File: config.mk
export PLATFORM = sky130hd
export DESIGN_NAME = spf_self_program_flash_control
export DESIGN_NICKNAME = d
export VERILOG_FILES = /design/src/hdl/spf_self_program_flash_control.v /design/src/hdl/spf_page_buffer.v /design/src/hdl/spf_prog_timer.v
export VERILOG_INCLUDE_DIRS = /design/src /design/src/hdl
export SDC_FILE = /design/constraint.sdc
export NUM_CORES = 1
export LEC_CHECK = 0
export BUFFER_PORTS_ARGS = -buffer_cell sky130_fd_sc_hd__buf_2
export CAP_MARGIN = 20
export CORE_UTILIZATION = 40
export DETAILED_ROUTE_END_ITERATION = 10
export PLACE_DENSITY = 0.58
export SYNTH_ARGS = -nofsm -noshare
export SYNTH_HDL_FRONTEND = slang
export SYNTH_HIERARCHICAL = 1
export SYNTH_SLANG_ARGS = --single-unit
File: constraint.sdc
create_clock -name clk_i -period 7.2 [get_ports clk_i]
set_input_delay 1.8 -clock clk_i [delete_from_list [all_inputs] [get_ports clk_i]]
set_output_delay 1.8 -clock clk_i [all_outputs]
set_load 0.02 [all_outputs]
File: src/hdl/spf_defs.vh
`ifndef SPF_DEFS_VH
`define SPF_DEFS_VH
// ----------------------------------------------------------------------
// Register access and control fields
// ----------------------------------------------------------------------
`define SPF_ADDR_W         4
`define SPF_ADDR_CSR       4'h0
`define SPF_ADDR_LOCK      4'h1
`define SPF_ADDR_STATUS    4'h2
`define SPF_BIT_IE         7
`define SPF_BIT_BUSY       6
`define SPF_BIT_REEN       4
`define SPF_BIT_LOCK       3
`define SPF_BIT_PWR        2
`define SPF_BIT_PER        1
`define SPF_BIT_SEN        0
`define SPF_PAT_REEN       5'h11
`define SPF_PAT_LOCK       5'h09
`define SPF_PAT_PWR        5'h05
`define SPF_PAT_PER        5'h03
`define SPF_PAT_FILL       5'h01
`define SPF_LOCK_RST       8'hFF
// ----------------------------------------------------------------------
// Z pointer layout and timing
// ----------------------------------------------------------------------
`define SPF_PAGE_HI        13
`define SPF_PAGE_LO        7
`define SPF_WORD_HI        6
`define SPF_WORD_LO        1
`define SPF_ARM_CYC        3'h4
`define SPF_LPM_CYC        3'h3
`define SPF_CLK_MHZ        125
`define SPF_PROG_US        4000
`define SPF_PROG_CYC       (`SPF_PROG_US * `SPF_CLK_MHZ)
`endif

File: src/hdl/spf_self_program_flash_control.v
`timescale 1ns/1ns
`default_nettype none
`include "spf_defs.vh"
module spf_self_program_flash_control #(
  parameter [31:0] PROG_CYCLES = `SPF_PROG_CYC
) (
  // Clock and reset
  input  wire        clk_i,
  input  wire        sys_rst_i,
  // Register port
  input  wire [3:0]  reg_addr_i,
  input  wire [7:0]  reg_wdata_i,
  input  wire        reg_wr_i,
  input  wire        reg_rd_i,
  output reg  [7:0]  reg_rdata_o,
  // Processor instruction side
  input  wire        store_program_instruction_i,
  input  wire        load_program_instruction_i,
  input  wire [15:0] z_ptr_i,
  input  wire [7:0]  r0_i,
  input  wire [7:0]  r1_i,
  input  wire        global_int_en_i,
  input  wire        exec_in_boot_i,
  input  wire        vectors_in_boot_i,
  input  wire        target_in_boot_i,
  input  wire        target_in_no_read_while_write_section_i,
  input  wire [7:0]  fuse_byte_i,
  input  wire        chip_erase_i,
  // Flash array side
  output reg         flash_erase_o,
  output reg         flash_write_o,
  output reg  [6:0]  flash_page_o,
  input  wire [5:0]  flash_word_i,
  output wire [15:0] flash_wdata_o,
  // Processor status
  output wire        cpu_stall_o,
  output reg  [7:0]  load_data_o,
  output reg         load_special_o,
  output wire        store_refused_o,
  output wire        load_refused_o,
  output wire        int_block_o,
  output wire        rww_access_block_o,
  output wire        ext_prog_block_o,
  output wire        ext_verify_block_o,
  output wire        fuse_lock_o,
  output wire        boot_lock_lock_o,
  output wire        ready_irq_o
);
  // --------------------------------------------------------------------
  // Control state
  // --------------------------------------------------------------------
  localparam [1:0] ST_IDLE = 2'b00;
  localparam [1:0] ST_ARM  = 2'b01;
  localparam [1:0] ST_PROG = 2'b10;

  reg  [1:0] state;
  reg  [2:0] arm_cnt;
  reg  [4:0] cmd;
  reg        ready_interrupt_enable;
  reg        rw_section_busy;
  reg        loading;
  reg        prog_no_read_while_write_section;
  reg  [7:0] lock_byte;
  reg        prog_start;
  reg        buf_wr;
  reg        buf_clear;
  wire       prog_busy;
  wire       prog_done;

  wire store_enable = (state != ST_IDLE);
  wire pat_ok = (reg_wdata_i[4:0] == `SPF_PAT_REEN)
             || (reg_wdata_i[4:0] == `SPF_PAT_LOCK)
             || (reg_wdata_i[4:0] == `SPF_PAT_PWR)
             || (reg_wdata_i[4:0] == `SPF_PAT_PER)
             || (reg_wdata_i[4:0] == `SPF_PAT_FILL);
  wire csr_wr = reg_wr_i && (reg_addr_i == `SPF_ADDR_CSR);
  wire cmd_wr = csr_wr && pat_ok && (state == ST_IDLE);

  // --------------------------------------------------------------------
  // Lock decode
  // --------------------------------------------------------------------
  wire general_lock_lo   = lock_byte[0];
  wire general_lock_hi   = lock_byte[1];
  wire app_sect_lock_lo  = lock_byte[2];
  wire app_sect_lock_hi  = lock_byte[3];
  wire boot_sect_lock_lo = lock_byte[4];
  wire boot_sect_lock_hi = lock_byte[5];

  assign ext_prog_block_o   = !general_lock_lo;
  assign fuse_lock_o        = !general_lock_lo;
  assign ext_verify_block_o = !general_lock_lo && !general_lock_hi;
  assign boot_lock_lock_o   = !general_lock_lo && !general_lock_hi;

  wire app_no_store  = !app_sect_lock_lo && app_sect_lock_hi
                    || !app_sect_lock_lo && !app_sect_lock_hi;
  wire app_no_load   = !app_sect_lock_hi;
  wire boot_no_store = !boot_sect_lock_lo;
  wire boot_no_load  = !boot_sect_lock_hi;

  wire store_denied = target_in_boot_i ? boot_no_store : app_no_store;
  assign store_refused_o = store_program_instruction_i && store_enable
                        && (cmd[2] || cmd[1]) && store_denied;
  assign load_refused_o = load_program_instruction_i
    && ((exec_in_boot_i && !target_in_boot_i && app_no_load)
     || (!exec_in_boot_i && target_in_boot_i && boot_no_load));
  assign int_block_o =
       (vectors_in_boot_i && !exec_in_boot_i && app_no_load)
    || (!vectors_in_boot_i && exec_in_boot_i && boot_no_load);

  // --------------------------------------------------------------------
  // Status outputs
  // --------------------------------------------------------------------
  assign ready_irq_o = ready_interrupt_enable && global_int_en_i
                    && !store_enable;
  assign rww_access_block_o = rw_section_busy;
  assign cpu_stall_o = (state == ST_PROG) && prog_no_read_while_write_section;

  wire [7:0] csr_view = {ready_interrupt_enable, rw_section_busy,
                         1'b0, cmd[4:1], store_enable};

  wire store_go = store_program_instruction_i && (state == ST_ARM);

  // --------------------------------------------------------------------
  // Command sequencer
  // --------------------------------------------------------------------
  always @(posedge clk_i) begin
    if (sys_rst_i) begin
      state                  <= ST_IDLE;
      arm_cnt                <= 3'h0;
      cmd                    <= 5'h00;
      ready_interrupt_enable <= 1'b0;
      rw_section_busy        <= 1'b0;
      loading                <= 1'b0;
      prog_no_read_while_write_section              <= 1'b0;
      lock_byte              <= `SPF_LOCK_RST;
      prog_start             <= 1'b0;
      buf_wr                 <= 1'b0;
      buf_clear              <= 1'b0;
      flash_erase_o          <= 1'b0;
      flash_write_o          <= 1'b0;
      flash_page_o           <= 7'h00;
    end else begin
      prog_start <= 1'b0;
      buf_wr     <= 1'b0;
      buf_clear  <= 1'b0;
      if (csr_wr) begin
        ready_interrupt_enable <= reg_wdata_i[`SPF_BIT_IE];
      end
      if (chip_erase_i) begin
        lock_byte <= `SPF_LOCK_RST;
      end
      case (state)
        ST_IDLE: begin
          if (cmd_wr) begin
            cmd     <= reg_wdata_i[4:0];
            arm_cnt <= `SPF_ARM_CYC;
            state   <= ST_ARM;
            if (reg_wdata_i[`SPF_BIT_REEN] && loading) begin
              loading   <= 1'b0;
              buf_clear <= 1'b1;
            end
          end
        end
        ST_ARM: begin
          if (store_go) begin
            if (cmd[`SPF_BIT_REEN]) begin
              rw_section_busy <= 1'b0;
              cmd   <= 5'h00;
              state <= ST_IDLE;
            end else if (cmd[`SPF_BIT_LOCK]) begin
              // Programming only moves bits toward zero
              lock_byte <= lock_byte & {2'b11, r0_i[5:0]};
              cmd   <= 5'h00;
              state <= ST_IDLE;
            end else if ((cmd[`SPF_BIT_PWR] || cmd[`SPF_BIT_PER])
                         && !store_denied) begin
              flash_page_o  <= z_ptr_i[`SPF_PAGE_HI:`SPF_PAGE_LO];
              flash_erase_o <= cmd[`SPF_BIT_PER];
              flash_write_o <= cmd[`SPF_BIT_PWR];
              prog_no_read_while_write_section     <= target_in_no_read_while_write_section_i;
              if (!target_in_no_read_while_write_section_i) begin
                rw_section_busy <= 1'b1;
              end
              if (cmd[`SPF_BIT_PWR]) begin
                loading <= 1'b0;
              end
              prog_start <= 1'b1;
              state      <= ST_PROG;
            end else if (cmd == `SPF_PAT_FILL) begin
              buf_wr          <= 1'b1;
              loading         <= 1'b1;
              rw_section_busy <= 1'b0;
              cmd   <= 5'h00;
              state <= ST_IDLE;
            end else begin
              cmd   <= 5'h00;
              state <= ST_IDLE;
            end
          end else if (arm_cnt == 3'h1) begin
            cmd   <= 5'h00;
            state <= ST_IDLE;
          end else begin
            arm_cnt <= arm_cnt - 3'h1;
          end
        end
        ST_PROG: begin
          if (prog_done) begin
            flash_erase_o <= 1'b0;
            flash_write_o <= 1'b0;
            prog_no_read_while_write_section     <= 1'b0;
            cmd           <= 5'h00;
            state         <= ST_IDLE;
          end
        end
        default: begin
          state <= ST_IDLE;
        end
      endcase
    end
  end

  // --------------------------------------------------------------------
  // Special load within three cycles of the lock command
  // --------------------------------------------------------------------
  always @(posedge clk_i) begin
    if (sys_rst_i) begin
      load_data_o    <= 8'h00;
      load_special_o <= 1'b0;
    end else begin
      load_special_o <= 1'b0;
      if (load_program_instruction_i && (state == ST_ARM)
          && (cmd == `SPF_PAT_LOCK)
          && (arm_cnt > (`SPF_ARM_CYC - `SPF_LPM_CYC))) begin
        load_special_o <= 1'b1;
        load_data_o <= z_ptr_i[0] ? fuse_byte_i : lock_byte;
      end
    end
  end

  // --------------------------------------------------------------------
  // Register read
  // --------------------------------------------------------------------
  always @(posedge clk_i) begin
    if (sys_rst_i) begin
      reg_rdata_o <= 8'h00;
    end else if (reg_rd_i) begin
      case (reg_addr_i)
        `SPF_ADDR_CSR:    reg_rdata_o <= csr_view;
        `SPF_ADDR_LOCK:   reg_rdata_o <= lock_byte;
        `SPF_ADDR_STATUS: reg_rdata_o <= {5'h00, loading, prog_busy,
                                          prog_no_read_while_write_section};
        default:          reg_rdata_o <= 8'h00;
      endcase
    end
  end

  reg [15:0] z_ptr_d;
  reg [15:0] wdata_d;
  always @(posedge clk_i) begin
    if (sys_rst_i) begin
      z_ptr_d <= 16'h0000;
      wdata_d <= 16'h0000;
    end else if (store_go) begin
      z_ptr_d <= z_ptr_i;
      wdata_d <= {r1_i, r0_i};
    end
  end

  // --------------------------------------------------------------------
  // Submodules
  // --------------------------------------------------------------------
  spf_page_buffer u_buf (
    .clk_i     (clk_i),
    .sys_rst_i (sys_rst_i),
    .wr_i      (buf_wr),
    .waddr_i   (z_ptr_d[`SPF_WORD_HI:`SPF_WORD_LO]),
    .wdata_i   (wdata_d),
    .clear_i   (buf_clear || (state == ST_PROG && prog_done && flash_write_o)),
    .raddr_i   (flash_word_i),
    .rdata_o   (flash_wdata_o)
  );

  spf_prog_timer #(
    .CYCLES (PROG_CYCLES)
  ) u_timer (
    .clk_i     (clk_i),
    .sys_rst_i (sys_rst_i),
    .start_i   (prog_start),
    .busy_o    (prog_busy),
    .done_o    (prog_done)
  );
endmodule // spf_self_program_flash_control
`default_nettype wire

File: src/hdl/spf_page_buffer.v
`timescale 1ns/1ns
`default_nettype none
`include "spf_defs.vh"
module spf_page_buffer (
  // Clock and reset
  input  wire        clk_i,
  input  wire        sys_rst_i,
  // Fill and clear
  input  wire        wr_i,
  input  wire [5:0]  waddr_i,
  input  wire [15:0] wdata_i,
  input  wire        clear_i,
  // Read
  input  wire [5:0]  raddr_i,
  output reg  [15:0] rdata_o
);
  reg [15:0] mem [0:63];
  reg [63:0] vld;
  always @(posedge clk_i) begin
    if (sys_rst_i || clear_i) begin
      vld <= 64'h0000_0000_0000_0000;
    end else if (wr_i) begin
      vld[waddr_i] <= 1'b1;
    end
    if (wr_i) begin
      mem[waddr_i] <= wdata_i;
    end
  end
  // Discarded words read as erased
  always @(posedge clk_i) begin
    if (sys_rst_i) begin
      rdata_o <= 16'hFFFF;
    end else begin
      rdata_o <= vld[raddr_i] ? mem[raddr_i] : 16'hFFFF;
    end
  end
endmodule // spf_page_buffer
`default_nettype wire

File: src/hdl/spf_prog_timer.v
`timescale 1ns/1ns
`default_nettype none
module spf_prog_timer #(
  parameter [31:0] CYCLES = 32'h0007_A120
) (
  // Clock and reset
  input  wire clk_i,
  input  wire sys_rst_i,
  // Control
  input  wire start_i,
  output wire busy_o,
  output reg  done_o
);
  reg [31:0] cnt;
  assign busy_o = (cnt != 32'h0000_0000);
  always @(posedge clk_i) begin
    if (sys_rst_i) begin
      cnt    <= 32'h0000_0000;
      done_o <= 1'b0;
    end else begin
      done_o <= (cnt == 32'h0000_0001);
      if (start_i && !busy_o) begin
        cnt <= CYCLES;
      end else if (busy_o) begin
        cnt <= cnt - 32'h0000_0001;
      end
    end
  end
endmodule // spf_prog_timer
`default_nettype wire

==> flow_metrics.env <==
export IMPL_status="complete, no violations"
export IMPL_ys_types=74
export IMPL_syn_inst=2490
export IMPL_yosys_most_used_dff="edfxtp_1"
export IMPL_vias=24200
export IMPL_ys_warnings_count=6
export IMPL_startpoint_type="input pin"
export IMPL_final_cell_mix="edfxtp_1 (1024), mux4_2 (272), dfxtp_1 (170)"
export IMPL_drv_slew=0
export IMPL_cpPeakStageDelay_ns=0.37
export IMPL_portBuffers=117
export IMPL_p_int_mw=11.7
export IMPL_fin_cells=4305
export IMPL_critPathBufInv=2
export IMPL_nFillCells=9630
export IMPL_num_io_pins=122
export IMPL_cts_buffers=119
export IMPL_postCtsSetupRepairBufs=0
export IMPL_rows=124
export IMPL_cp_max_fo=4
export IMPL_core_mm2=0.115
export IMPL_ir_drop_uv=394
export IMPL_overflow=0
export IMPL_swShare_pct=23.3
export IMPL_rsz0062_at_grt="no"
export IMPL_whs_ns=0.455
export IMPL_timing_critical_path_cells="buf_2 -> mux2_2 -> nor4b_1 -> buf_2"
export IMPL_cp_required_ns=5.40
export IMPL_area_delta_synth_final_pct=14.4
export IMPL_p_sw_mw=3.55
export IMPL_syn_nets=2568
export IMPL_dieHeight_um=343
export IMPL_maxSlewHeadroom_pct=28.2
export IMPL_cts_tree="yes"
export IMPL_r2r_slack_ns=4.22
export IMPL_ys_ff_latch=1210
export IMPL_antenna_found_initial=7
export IMPL_worstMarginPinSlew_ns=1.08
export IMPL_fmax_mhz=216
export IMPL_clock_root_buffer="clkbuf_16"
export IMPL_cp_top_family="multiplexers"
export IMPL_drtPass1Iterations=8
export IMPL_max_cap_violations=0
export IMPL_grt_first_pass_wirelength_mm=164
export IMPL_cts_resized_gates=0
export IMPL_worstSetupEndpointType="output pin"
export IMPL_gr_usage_all_layers_pct=19.0
export IMPL_gp_congestion=0.949
export IMPL_dp_cells=4077
export IMPL_nets=2769
export IMPL_wl_per_cell_um=25.9
export IMPL_placed_area_mm2=0.0493
export IMPL_p_comb_share_pct=8.6
export IMPL_final_common_cell="edfxtp_1"
export IMPL_n_antenna_cell=0
export IMPL_drive_gt1_share_pct=25.6
export IMPL_htree_levels=3
export IMPL_pwr_share_clk_pct=41.0
export IMPL_setup_tns_ns=0
export IMPL_power_density_mw_per_mm2=286
export IMPL_pwr_share_seq_pct=50.3
export IMPL_finalHoldViolations=0
export IMPL_grt_max_degree=106
export IMPL_yosysSeqAreaShare_pct=74.0
export IMPL_cts_sinks=1210
export IMPL_place_hpwl_mm=64.8
export IMPL_synth_avg_cell_area_um2=18.7
export IMPL_slowest_stage="mux2_2"
export IMPL_clkSlewWorstSetupHoldPaths_ns=0.06
export IMPL_synth_edff_count=1024
export IMPL_die_w_um=343
export IMPL_syn_area_mm2=0.0466
export IMPL_vias_per_cell=5.62
export IMPL_dieArea_mm2=0.118
export IMPL_fin_skew_ns=0.0388
export IMPL_start_util_pct=40.5
export IMPL_grt_pass1_vias=25000
export IMPL_wl_mm=111
export IMPL_final_min_clock_period_ns=4.63
export IMPL_drt_iter0_drc=2208
export IMPL_route_detailed_drc=0
export IMPL_leakage_nw=14.7
export IMPL_ctsLongestPathBuffers=3
export IMPL_hold_buffers=0
export IMPL_period_share_pct=64.4
export IMPL_finalSetupViolations=0
export IMPL_hold_path_class="flip-flop to flip-flop"
export IMPL_final_util_pct=46.4
export IMPL_antenna_left=0
export IMPL_crit_arrival_ns=2.83
export IMPL_insertion_delay_ns=0.70
export IMPL_synth_async_reset_ratio_pct=0
export IMPL_cp_common_cell="buf_2"
export IMPL_final_area_mm2=0.0533
export IMPL_criticalPathCategory="input pin to output pin"
[synth_stat cells (7+ instances only)]
cell type / count / area, um2
or4_1: 9 / 67.6
or3_1: 19 / 119
buf_1: 10 / 37.5
a21oi_1: 64 / 320
mux4_2: 272 / 6130
nand2b_1: 12 / 75.1
buf_4: 15 / 113
nor4_1: 12 / 75.1
a211oi_1: 16 / 120
dfxtp_1: 186 / 3720
buf_6: 13 / 146
o21ai_0: 13 / 65.1
o21a_1: 65 / 488
clkbuf_1: 66 / 248
nand2_1: 156 / 586
a22oi_1: 166 / 1250
edfxtp_1: 1024 / 30700
nand3b_1: 7 / 52.6
inv_1: 13 / 48.8
and2_1: 7 / 43.8
nor2_1: 113 / 424
mux2i_1: 22 / 220
nor3_1: 15 / 75.1
ha_1: 8 / 100
nor2b_1: 14 / 87.6
buf_2: 36 / 180
nand3_1: 37 / 185
[power groups by stage]
| stage | Clock [mW] | Sequential, mW | Combinational (mW) |
|---|---|---|---|
| after CTS | 6.39 | 7.67 | 1.30 |
| after global placement | 0 | 7.80 | 1.25 |
| after detailed placement | 0 | 7.82 | 1.30 |
| final | 6.26 | 7.67 | 1.32 |
| after floorplan | 0 | 7.80 | 0.972 |
| after global routing | 6.66 | 7.68 | 1.43 |
[cell type report]
cell class	count	area [um2]	area share [%]
sequential	1210	34500	64.7
timing repair buffer	222	1530	2.86
inverter	14	52.6	0.0986
multi-input combinational	1124	11400	21.3
clock inverter	67	727	1.36
clock buffer	156	3250	6.09
tap	1512	1890	3.55
[path summary, 6_finish.rpt]
check                           endpoint                        start  cells past startpoint
max                      store_refused_o             target_in_boot_i                      4
min             wdata_d[15]$_SDFFE_PP0P_     wdata_d[15]$_SDFFE_PP0P_                      2
max reg2reg  reg_rdata_o[1]$_SDFFE_PP0P_  u_timer/cnt[0]$_SDFFE_PP0N_                     10
min reg2reg     wdata_d[15]$_SDFFE_PP0P_     wdata_d[15]$_SDFFE_PP0P_                      2
[routing by layer]
layer / global-route usage [%] / up-vias / wire length [um]
li1: - / 10600 / -
met1: 26.3 / 12600 / 47900
met2: 30.0 / 810 / 52300
met3: 4.57 / 158 / 8280
met4: 5.56 / 14 / 2800
met5: 0 / - / 96
[registers in the layout, summed over array words and instances (netlist names), 8 cells and up]
signal / cells
load_data_o: 8
u_buf/mem: 1024
u_buf/rdata_o: 16
u_buf/vld: 64
wdata_d: 16
reg_rdata_o: 8
u_timer/cnt: 32
lock_byte: 8
[through the flow]
step / setup slack (ns) / total power, mW
after floorplan: 2.54 / 8.77
after detailed placement: 2.23 / 9.11
after global routing: 2.51 / 15.8
after global placement: 2.32 / 9.05
after CTS: 2.56 / 15.4
final: 2.57 / 15.2
[tightest hold or removal path, stage by stage, from the launching register on]
cell and delay [ns]:
dfxtp_2 0.32, nand2_1 0.05, a21oi_1 0.05
[kinds of logic after synthesis]
kind of cell / Yosys count / share of synthesized area [%]
flops: 1210 / 74.0
mux: 299 / 13.7
compound gates: 365 / 5.52
fa+ha+maj: 8 / 0.215
buf+inv: 156 / 1.74
xor+xnor: 8 / 0.150
simple gates: 444 / 4.68
(Power assumes the default switching activity.)
